===== config.mk =====
export PLATFORM = sky130hd
export DESIGN_NAME = motor_spi_target_flat
export DESIGN_NICKNAME = d
export VERILOG_FILES = /design/src/shared/motor_spi_pkg.sv /design/src/shared/motor_spi_if.sv /design/src/hw/motor_spi_target.sv /design/src/hw/pin_sync.sv /design/src/flat_wrapper.sv
export SDC_FILE = /design/constraint.sdc
export NUM_CORES = 1
export LEC_CHECK = 0
export ABC_AREA = 1
export BUFFER_PORTS_ARGS = -buffer_cell sky130_fd_sc_hd__clkbuf_2
export CORE_MARGIN = 2
export CORE_UTILIZATION = 48
export CTS_BUF_LIST = sky130_fd_sc_hd__clkbuf_8 sky130_fd_sc_hd__clkbuf_16
export CTS_CLUSTER_SIZE = 12
export DETAILED_ROUTE_END_ITERATION = 10
export PLACE_DENSITY = 0.64
export SYNTH_ARGS = -nofsm -noshare
export SYNTH_HDL_FRONTEND = slang
export SYNTH_SLANG_ARGS = --single-unit

===== constraint.sdc =====
create_clock -name clk -period 3.3 [get_ports clk]
set_clock_uncertainty 0.05 [all_clocks]
set_input_delay 0.165 -clock clk [delete_from_list [all_inputs] [get_ports clk]]
set_output_delay 0.165 -clock clk [all_outputs]
set_load 0.02 [all_outputs]

===== src/shared/motor_spi_pkg.sv =====
// shared constants for the motor driver serial port and its controller
`default_nettype none
package motor_spi_pkg;
    localparam int CLK_NS = 40;
    localparam int STD_BITS = 16;
    localparam int MAX_DEV = 63;
    localparam int MAX_BYTES = 2 + 2 * MAX_DEV;
    localparam int FBITS_W = 11;
    localparam int HBITS_W = 10;
    localparam int TICK_W = 5;
    // first two bits of chained status and header bytes
    localparam logic [1:0] TAG_STATUS = 2'h3;
    localparam logic [1:0] TAG_HEADER = 2'h2;
    localparam int CMD_TYPE_BIT = 7;
    localparam int CMD_RW_BIT = 6;
    localparam int HDR_CLR_BIT = 5;
    localparam logic [5:0] FAULT_CLEAR = 6'h00;
    // controller-made serial clock and frame spacing
    localparam int SCLK_HALF_NS = 600;
    localparam int SCLK_HALF_CYC = SCLK_HALF_NS / CLK_NS;
    localparam int CS_GAP_NS = 500;
    localparam int CS_GAP_CYC = (CS_GAP_NS + CLK_NS - 1) / CLK_NS;
    // controller register map, byte addresses
    localparam logic [10:0] OFS_CTRL = 11'h000;
    localparam logic [10:0] OFS_STATUS = 11'h004;
    localparam logic [10:0] OFS_SLEEP = 11'h008;
    localparam logic [1:0] REGION_TX = 2'h1;
    localparam logic [1:0] REGION_RX = 2'h2;
    localparam int CTRL_START_BIT = 8;
    localparam logic [7:0] LEN_RESET = 8'h02;
    localparam logic SLEEP_N_RESET = 1'b1;
endpackage
`default_nettype wire


===== src/shared/motor_spi_if.sv =====
// serial link between the motor driver port and its controller
`default_nettype none
interface motor_spi_if;
    logic sclk;
    logic chip_select_n;
    logic sdi;
    logic sdo;
    logic sdo_oe_n;
    logic sleep_request_n;
    logic sdo_line;

    // released data output reads as pulled high
    assign sdo_line = sdo_oe_n ? 1'b1 : sdo;

    modport target (
        input  sclk,
        input  chip_select_n,
        input  sdi,
        input  sleep_request_n,
        output sdo,
        output sdo_oe_n
    );
    modport controller (
        output sclk,
        output chip_select_n,
        output sdi,
        output sleep_request_n,
        input  sdo_line
    );
endinterface
`default_nettype wire


===== src/hw/motor_spi_target.sv =====
// device end of the motor driver serial port with daisy chain
//
// Notes on behaviour
// - input frame: command byte then data byte
// - output: status byte then report byte
// - serial clock low at select edges
// - select high 500 ns between frames
// - select high: ignore inputs, release output
// - exactly 16, or 16 per device plus 16
// - wrong count: error flag, write dropped
// - launch on rise, sample on fall
// - most significant bit first both ways
// - command: type, read/write, six address bits
// - low byte is write data
// - status byte top two bits forced high
// - six fault flags in fixed order
// - report: register content before any write
// - chain input: headers, addresses, then data
// - chain output: statuses, headers, then reports
// - six-bit device count, 63 at most
// - header clear-fault clears on select rise
// - header bytes start with one, zero
// - position from status bytes before header
// - sleep low disables the port
// - controller writes only mapped addresses
//
// Chosen here: the register addresses and the Avalon-MM register port.
`default_nettype none
module motor_spi_target
    import motor_spi_pkg::*;
(
    input  wire logic       clk,
    input  wire logic       sys_rst,
    motor_spi_if.target     link,
    input  wire logic [5:0] fault_in,
    output logic [5:0]      faults,
    output logic            frame_error,
    output logic            wr_valid,
    output logic [5:0]      wr_addr,
    output logic [7:0]      wr_data
);
    typedef enum {
        PH_FIRST, PH_STD, PH_STATUS, PH_CHAIN_HEADER_SECOND, PH_BODY, PH_DONE
    } phase_e;

    logic               sclk_s;
    logic               cs_n_s;
    logic               sdi_s;
    logic               awake_s;
    logic               sclk_d;
    logic               cs_n_d;
    phase_e             phase;
    logic [FBITS_W-1:0] fbits;
    logic [7:0]         rx_sr;
    logic [7:0]         tx_byte;
    logic [5:0]         pos;
    logic [5:0]         n_dev;
    logic [6:0]         body_idx;
    logic [7:0]         cmd;
    logic [7:0]         data;
    logic               have_cmd;
    logic               have_data;
    logic               chain;
    logic               clr_req;
    logic               in_frame;
    logic               sclk_bad;
    logic [7:0]         mem [64];

    pin_sync u_sclk (
        .clk     (clk),
        .sys_rst (sys_rst),
        .pin     (link.sclk),
        .level   (sclk_s)
    );
    pin_sync #(.RST_VAL(1'b1)) u_cs (
        .clk     (clk),
        .sys_rst (sys_rst),
        .pin     (link.chip_select_n),
        .level   (cs_n_s)
    );
    pin_sync u_sdi (
        .clk     (clk),
        .sys_rst (sys_rst),
        .pin     (link.sdi),
        .level   (sdi_s)
    );
    pin_sync u_sleep (
        .clk     (clk),
        .sys_rst (sys_rst),
        .pin     (link.sleep_request_n),
        .level   (awake_s)
    );

    // select high or asleep: clock and data edges count for nothing
    wire active = awake_s && !cs_n_s && in_frame;
    wire sclk_rise = active && sclk_s && !sclk_d;
    wire sclk_fall = active && !sclk_s && sclk_d;
    wire cs_fall = awake_s && !cs_n_s && cs_n_d;
    wire cs_rise = awake_s && cs_n_s && !cs_n_d && in_frame;
    wire [2:0] bit_idx = fbits[2:0];
    wire [7:0] rx_byte = {rx_sr[6:0], sdi_s};
    wire byte_done = sclk_fall && bit_idx == 3'h7;
    wire [1:0] tag = rx_byte[7:6];
    wire is_status = tag == TAG_STATUS;
    wire is_header = tag == TAG_HEADER;
    // farthest device's bytes come first, so every device still holds
    // its data byte before the tail of the frame has passed it by
    wire [6:0] own_addr_idx = {1'b0, n_dev} - {1'b0, pos} - 7'h01;
    wire [6:0] own_data_idx = {1'b0, n_dev} + own_addr_idx;
    wire [6:0] n_plus = {1'b0, n_dev} + 7'h01;
    wire [FBITS_W-1:0] chain_bits = FBITS_W'(n_plus * STD_BITS);
    wire [FBITS_W-1:0] want_bits =
        chain ? chain_bits : FBITS_W'(STD_BITS);
    wire own_cmd_now = (phase == PH_FIRST && !rx_byte[CMD_TYPE_BIT]) ||
        (phase == PH_BODY && body_idx == own_addr_idx);
    // own command slot goes back as the report, all else passes through
    wire [7:0] next_tx =
        own_cmd_now ? mem[rx_byte[5:0]] : rx_byte;
    wire frame_ok = fbits == want_bits && have_cmd && have_data &&
        !sclk_bad && !sclk_s && (!chain || pos < n_dev);
    wire do_write = cs_rise && frame_ok && !cmd[CMD_RW_BIT];
    wire do_clear = cs_rise && frame_ok && chain && clr_req;
    wire frame_bad = cs_rise && !frame_ok;

    always_ff @(posedge clk) begin
        if (sys_rst) begin
            sclk_d <= 1'b0;
            cs_n_d <= 1'b1;
        end else begin
            sclk_d <= sclk_s;
            cs_n_d <= cs_n_s;
        end
    end

    // framing and output pin
    always_ff @(posedge clk) begin
        if (sys_rst || !awake_s) begin
            in_frame <= 1'b0;
            sclk_bad <= 1'b0;
            fbits <= '0;
            rx_sr <= 8'h00;
            tx_byte <= 8'h00;
            link.sdo <= 1'b0;
            link.sdo_oe_n <= 1'b1;
        end else if (cs_fall) begin
            in_frame <= 1'b1;
            sclk_bad <= sclk_s;
            fbits <= '0;
            tx_byte <= {TAG_STATUS, faults};
            link.sdo_oe_n <= 1'b0;
        end else if (cs_rise) begin
            in_frame <= 1'b0;
            link.sdo_oe_n <= 1'b1;
        end else begin
            if (sclk_rise) begin
                link.sdo <= tx_byte[~bit_idx];
            end
            if (sclk_fall) begin
                rx_sr <= rx_byte;
                if (fbits != '1) begin
                    fbits <= fbits + FBITS_W'(1);
                end
            end
            if (byte_done) begin
                tx_byte <= next_tx;
            end
        end
    end

    // byte classification within the frame
    always_ff @(posedge clk) begin
        if (sys_rst || cs_fall) begin
            phase <= PH_FIRST;
            pos <= 6'h00;
            n_dev <= 6'h00;
            body_idx <= 7'h00;
            cmd <= 8'h00;
            data <= 8'h00;
            have_cmd <= 1'b0;
            have_data <= 1'b0;
            chain <= 1'b0;
            clr_req <= 1'b0;
        end else if (byte_done) begin
            unique case (phase)
                PH_FIRST: begin
                    if (!rx_byte[CMD_TYPE_BIT]) begin
                        cmd <= rx_byte;
                        have_cmd <= 1'b1;
                        phase <= PH_STD;
                    end else begin
                        chain <= 1'b1;
                        if (is_status) begin
                            pos <= 6'h01;
                            phase <= PH_STATUS;
                        end else if (is_header) begin
                            n_dev <= rx_byte[5:0];
                            phase <= PH_CHAIN_HEADER_SECOND;
                        end else begin
                            phase <= PH_DONE;
                        end
                    end
                end
                PH_STATUS: begin
                    if (is_status && pos != 6'h3f) begin
                        pos <= pos + 6'h01;
                    end else if (is_header) begin
                        n_dev <= rx_byte[5:0];
                        phase <= PH_CHAIN_HEADER_SECOND;
                    end else begin
                        phase <= PH_DONE;
                    end
                end
                PH_CHAIN_HEADER_SECOND: begin
                    clr_req <= rx_byte[HDR_CLR_BIT];
                    phase <= is_header ? PH_BODY : PH_DONE;
                end
                PH_BODY: begin
                    if (body_idx == own_addr_idx) begin
                        cmd <= rx_byte;
                        have_cmd <= 1'b1;
                    end
                    if (body_idx == own_data_idx) begin
                        data <= rx_byte;
                        have_data <= 1'b1;
                    end
                    if (body_idx != 7'h7f) begin
                        body_idx <= body_idx + 7'h01;
                    end
                end
                PH_STD: begin
                    data <= rx_byte;
                    have_data <= 1'b1;
                    phase <= PH_DONE;
                end
                PH_DONE: begin
                    phase <= PH_DONE;
                end
            endcase
        end
    end

    // fault latch and frame error: a new event beats a clear
    always_ff @(posedge clk) begin
        if (sys_rst) begin
            faults <= FAULT_CLEAR;
            frame_error <= 1'b0;
        end else begin
            faults <= (do_clear ? FAULT_CLEAR : faults) | fault_in;
            frame_error <= frame_bad || (frame_error && !do_clear);
        end
    end

    // register store; a bad frame never reaches it
    always_ff @(posedge clk) begin
        if (sys_rst) begin
            for (int i = 0; i < 64; i++) begin
                mem[i] <= 8'h00;
            end
            wr_valid <= 1'b0;
            wr_addr <= 6'h00;
            wr_data <= 8'h00;
        end else begin
            wr_valid <= do_write;
            if (do_write) begin
                mem[cmd[5:0]] <= data;
                wr_addr <= cmd[5:0];
                wr_data <= data;
            end
        end
    end
endmodule
`default_nettype wire


===== src/hw/pin_sync.sv =====
// three-stage input synchroniser with agreement filter
`default_nettype none
module pin_sync #(
    parameter logic RST_VAL = 1'b0
) (
    input  wire logic clk,
    input  wire logic sys_rst,
    input  wire logic pin,
    output logic      level
);
    logic s1;
    logic s2;
    logic s3;

    always_ff @(posedge clk) begin
        if (sys_rst) begin
            s1 <= RST_VAL;
            s2 <= RST_VAL;
            s3 <= RST_VAL;
            level <= RST_VAL;
        end else begin
            s1 <= pin;
            s2 <= s1;
            s3 <= s2;
            if (s2 == s3) begin
                level <= s3;
            end
        end
    end
endmodule
`default_nettype wire


===== src/flat_wrapper.sv =====
// flat-port wrapper written by rule: the top's interface ports become plain ports
module motor_spi_target_flat import motor_spi_pkg::*;
  (clk, sys_rst, fault_in, faults, frame_error, wr_valid, wr_addr, wr_data, link_sclk, link_chip_select_n, link_sdi, link_sleep_request_n, link_sdo, link_sdo_oe_n);
  motor_spi_if link_i ();
  input  wire logic clk;
  input  wire logic sys_rst;
  input  wire logic [5:0] fault_in;
  output logic [5:0] faults;
  output logic frame_error;
  output logic wr_valid;
  output logic [5:0] wr_addr;
  output logic [7:0] wr_data;
  input wire logic [$bits(link_i.sclk)-1:0] link_sclk;
  input wire logic [$bits(link_i.chip_select_n)-1:0] link_chip_select_n;
  input wire logic [$bits(link_i.sdi)-1:0] link_sdi;
  input wire logic [$bits(link_i.sleep_request_n)-1:0] link_sleep_request_n;
  output wire logic [$bits(link_i.sdo)-1:0] link_sdo;
  output wire logic [$bits(link_i.sdo_oe_n)-1:0] link_sdo_oe_n;
  assign link_i.sclk = link_sclk;
  assign link_i.chip_select_n = link_chip_select_n;
  assign link_i.sdi = link_sdi;
  assign link_i.sleep_request_n = link_sleep_request_n;
  assign link_sdo = link_i.sdo;
  assign link_sdo_oe_n = link_i.sdo_oe_n;
  motor_spi_target u_core (.clk(clk), .sys_rst(sys_rst), .link(link_i), .fault_in(fault_in), .faults(faults), .frame_error(frame_error), .wr_valid(wr_valid), .wr_addr(wr_addr), .wr_data(wr_data));
endmodule

==> flow_summary.toml <==
[run_status]
status = "completed"

[cells_and_area]
multiInputGateArea_sq_um = 10160
seq_area_sq_um = 17610
nets = 3186
antenna-diode-count = 0
syn_to_final_growth_pct = 13.77
drive_gt1_frac = 0.1157
design_area_sq_um = 33030
fillers = 5281

[sta]
min_period_ns = 3.172
tightest_slew_ns = 0.9282
setup_viol = 0
slew_violations = 0
tns_ns = 0
fmax_ghz = 0.3152
hold_violations = 0
slew_headroom = 0.3803
finalCritPeriodShare = 0.9613
rsz0062_at_grt = "no"
setup_slack_ns = 0.1278

[hold_path]
hold_depth = 3
min_path_type = "primary input to flop"
worstHoldStart = "link_chip_select_n"
whs_endpoint = "u_core.u_cs.s1$_SDFF_PP1_"

[clock_tree]
cts_tree = "yes"
cts_buffers = 68
cts.clk_slew.worst_paths_ns = 0.06
cts-root-buf = "clkbuf_16"
cts_max_path_buffers = 3
clk_latency_ns = 0.62
htreeDepth = 3
numClockSinks = 623

[placement]
dp_slack_ns = 0.07492
placed_cell_area_sq_um = 30660
hpwl_um = 53190
routabilityCongestion = 0.9444
portBuffers = 35

[critical_path]
path_cells = "inv_1, ha_1, inv_1, nor3_1, o21ai_0, o211ai_1, nand2_1, nand2_1, nor2_1, nand4_1, buf_4, nor2_8, nand3_2, nand2_2"
path_buf_inv = 3
max_stage_delay_ns = 0.39
r2r_setup_slack_ns = 0.13
cp.required_ns = 3.54
crit_type = "flop to flop"
crit_arrival_ns = 3.42
worstRegToRegCells = 14
critPathSlowestCell = "ha_1"
r2r_end = "u_core.mem[7][1]$_SDFFCE_PN0P_"
cp_max_fo = 28
r2r-start = "u_core.n_dev[3]$_SDFFE_PP0P_"
crit_family = "simple AND/OR/NAND/NOR gates"
crit_path_end_kind = "flop"
cp-start-kind = "flop"

[drt]
drtIter0Drc = 2933
vias = 23010
wl_per_cell_um = 21.39
drtAntennaViolNets = 0
routed_via_density = 5.783
wl_um = 85120
dr.pass1.iters = 8
drc = 0

[global_route]
grt_usage = 0.2700
grt_pass1_wl_um = 129500
grt_max_degree = 147
overflow = 0
grt_pass1_vias = 22299
antenna_found_initial = 0

[pwr]
power_frac_comb = 0.027
powerDensity_nw_per_um2 = 503.0
p_int_mw = 13.10
total_leakage_power_nw = 11.83
swShare = 0.2113
clockPowerShare = 0.437
seqPwrFrac = 0.537
ir_worst_vdd_mv = 0.4011
p_switching_mw = 3.511

[floorplanning]
io_pins = 36
die-area_sq_um = 62470
rows = 90
die_width_um = 249.9
start_util = 0.4837
coreArea_sq_um = 60020
die_h_um = 249.9

[synth]
mappedNetlistArea_sq_um = 29030
synth_flop_cell = "edfxtp_1"
synth_edf_count = 512
synth_cell_types = 43
synth.avg_cell_area_sq_um = 9.396
synth_warnings = 0
synthArstFlopShare = 0
syn_inst = 3090
ys_seq_area_frac = 0.6061
syn_nets = 3128
synth-seq-cells = 623

[flow_run]
drv_cap = 0
==> area by class of cell <==
cell class	instances	share of cell area
clock buffers	72	0.05352
clock inverters	47	0.01004
inverters	143	0.01644
multi-input cells	2121	0.3076
flip-flops and latches	623	0.5331
well taps	782	0.02962
repair buffers	191	0.04970
==> tightest hold or removal path, cell delays in order <==
cell,delay [ns]
dlygate4sd3_1,0.53
clkbuf_2,0.09
or2_2,0.09
==> power by group through the flow <==
stage | Clock, mW | Combinational (mW) | Sequential (mW)
5_1_grt | 7.61 | 0.482 | 8.94
3_3_place_gp | 0 | 0.401 | 9.07
2_1_floorplan | 0 | 0.269 | 9.04
4_1_cts | 7.35 | 0.433 | 8.92
3_5_place_dp | 0 | 0.412 | 9.08
6_report | 7.25 | 0.443 | 8.92
==> stage by stage <==
stage               cells  hold slack, ns  total power, mW    util
CTS                  3978          0.2184            16.70  0.5488
global placement     3841          0.3041            9.473  0.5108
finish               3979          0.2493            16.61  0.5503
detailed placement   3841          0.3109            9.491  0.5108
floorplan            3090          0.2188            9.308       -
global route         3979          0.2583            17.03  0.5503
==> logic make-up after synthesis <==
logic type	share of synthesized area
AND/OR/NAND/NOR	0.2472
flip-flops	0.6061
AO/OA/AOI/OAI	0.08184
buffers and inverters	0.04680
adder cells (fa/ha/maj)	0.01172
XOR/XNOR	0.006335
==> what timing repair did <==
action | 4_1_cts | 5_1_grt
hold endpoints to repair | 14 | 0
setup buffers | 0 | 1
hold buffers | 18 | 0
gates resized for setup | 0 | 22
setup endpoints to repair | 0 | 386
==> routing by layer <==
metal / up-vias / routed length (um) / part of all wire / track usage
li1: 10654 / - / - / -
met1: 11038 / 34750 / 0.41 / 0.3654
met2: 1081 / 39420 / 0.46 / 0.4315
met3: 237 / 7087 / 0.083 / 0.04266
met4: 0 / 3871 / 0.045 / 0.1206
met5: - / 0 / 0 / 0
==> cells in the final DEF (no fill, tap or decap), drive strengths merged <==
cell         netlist  final
dlygate4sd3        0     18
nor2             772    772
nor4               3      3
o211ai            10     10
buf               38    138
xnor2              6      6
a21boi             2      2
or2                3      3
nand3            306    306
o32ai              1      1
a21o               1      1
bufinv             0      4
o22ai             57     57
o21a               2      2
ha                24     24
inv              137    164
a32oi              1      1
dfxtp            111    111
edfxtp           512    512
a31oi              1      1
nor3              25     25
o21ai            227    227
clkinv             6     22
nand3b             1      1
o221ai             6      6
a21oi            104    104
o21bai             2      2
nand4             44     44
fa                 2      2
xor2              15     15
a211oi            20     20
a41oi              1      1
nand2            485    485
clkbuf           165    107
==> Yosys cell counts (3+ instances only) <==
cell	number	share of area
a211oi_1	20	0.0052
a21oi_1	104	0.018
buf_1	19	0.0025
buf_2	12	0.0021
buf_4	3	0.00078
buf_6	3	0.0012
clkbuf_1	165	0.021
clkinv_1	6	0.00078
dfxtp_1	111	0.077
edfxtp_1	512	0.53
ha_1	24	0.010
inv_1	128	0.017
inv_2	9	0.0012
nand2_1	485	0.063
nand3_1	279	0.048
nand3_2	27	0.0093
nand4_1	12	0.0026
nand4_2	22	0.0095
nand4_4	10	0.0073
nor2_1	770	0.10
nor3_1	17	0.0029
nor3_2	8	0.0028
nor4_1	3	0.00065
o211ai_1	10	0.0026
o21ai_0	227	0.039
o221ai_1	6	0.0018
o22ai_1	57	0.012
or2_2	3	0.00065
xnor2_1	6	0.0018
xor2_1	15	0.0045
==> flip-flops by register name, summed over array words and instances (netlist names), 3 cells and up <==
register / cells
u_core.mem: 512
u_core.pos: 6
u_core.fbits: 11
u_core.phase: 3
u_core.wr_data: 8
u_core.wr_addr: 6
u_core.rx_sr: 7
u_core.n_dev: 6
u_core.cmd: 7
u_core.tx_byte: 8
u_core.data: 8
u_core.faults: 6
u_core.body_idx: 7
==> worst max-delay path by stage <==
stage                                       from                              end  slack, ns  depth (start not counted)
finish              u_core.n_dev[3]$_SDFFE_PP0P_   u_core.mem[7][1]$_SDFFCE_PN0P_       0.13                         14
CTS                 u_core.n_dev[2]$_SDFFE_PP0P_  u_core.mem[28][1]$_SDFFCE_PN0P_       0.05                         14
global placement      u_core.pos[0]$_SDFFE_PP0P_      u_core.data[5]$_SDFFE_PP0P_       0.08                         20
floorplan           u_core.n_dev[0]$_SDFFE_PP0P_      u_core.data[3]$_SDFFE_PP0P_       0.17                         19
detailed placement    u_core.pos[0]$_SDFFE_PP0P_      u_core.data[5]$_SDFFE_PP0P_       0.07                         20
global route        u_core.n_dev[2]$_SDFFE_PP0P_  u_core.mem[60][7]$_SDFFCE_PN0P_      0.002                         15
Power figures use the tool's default switching activity.
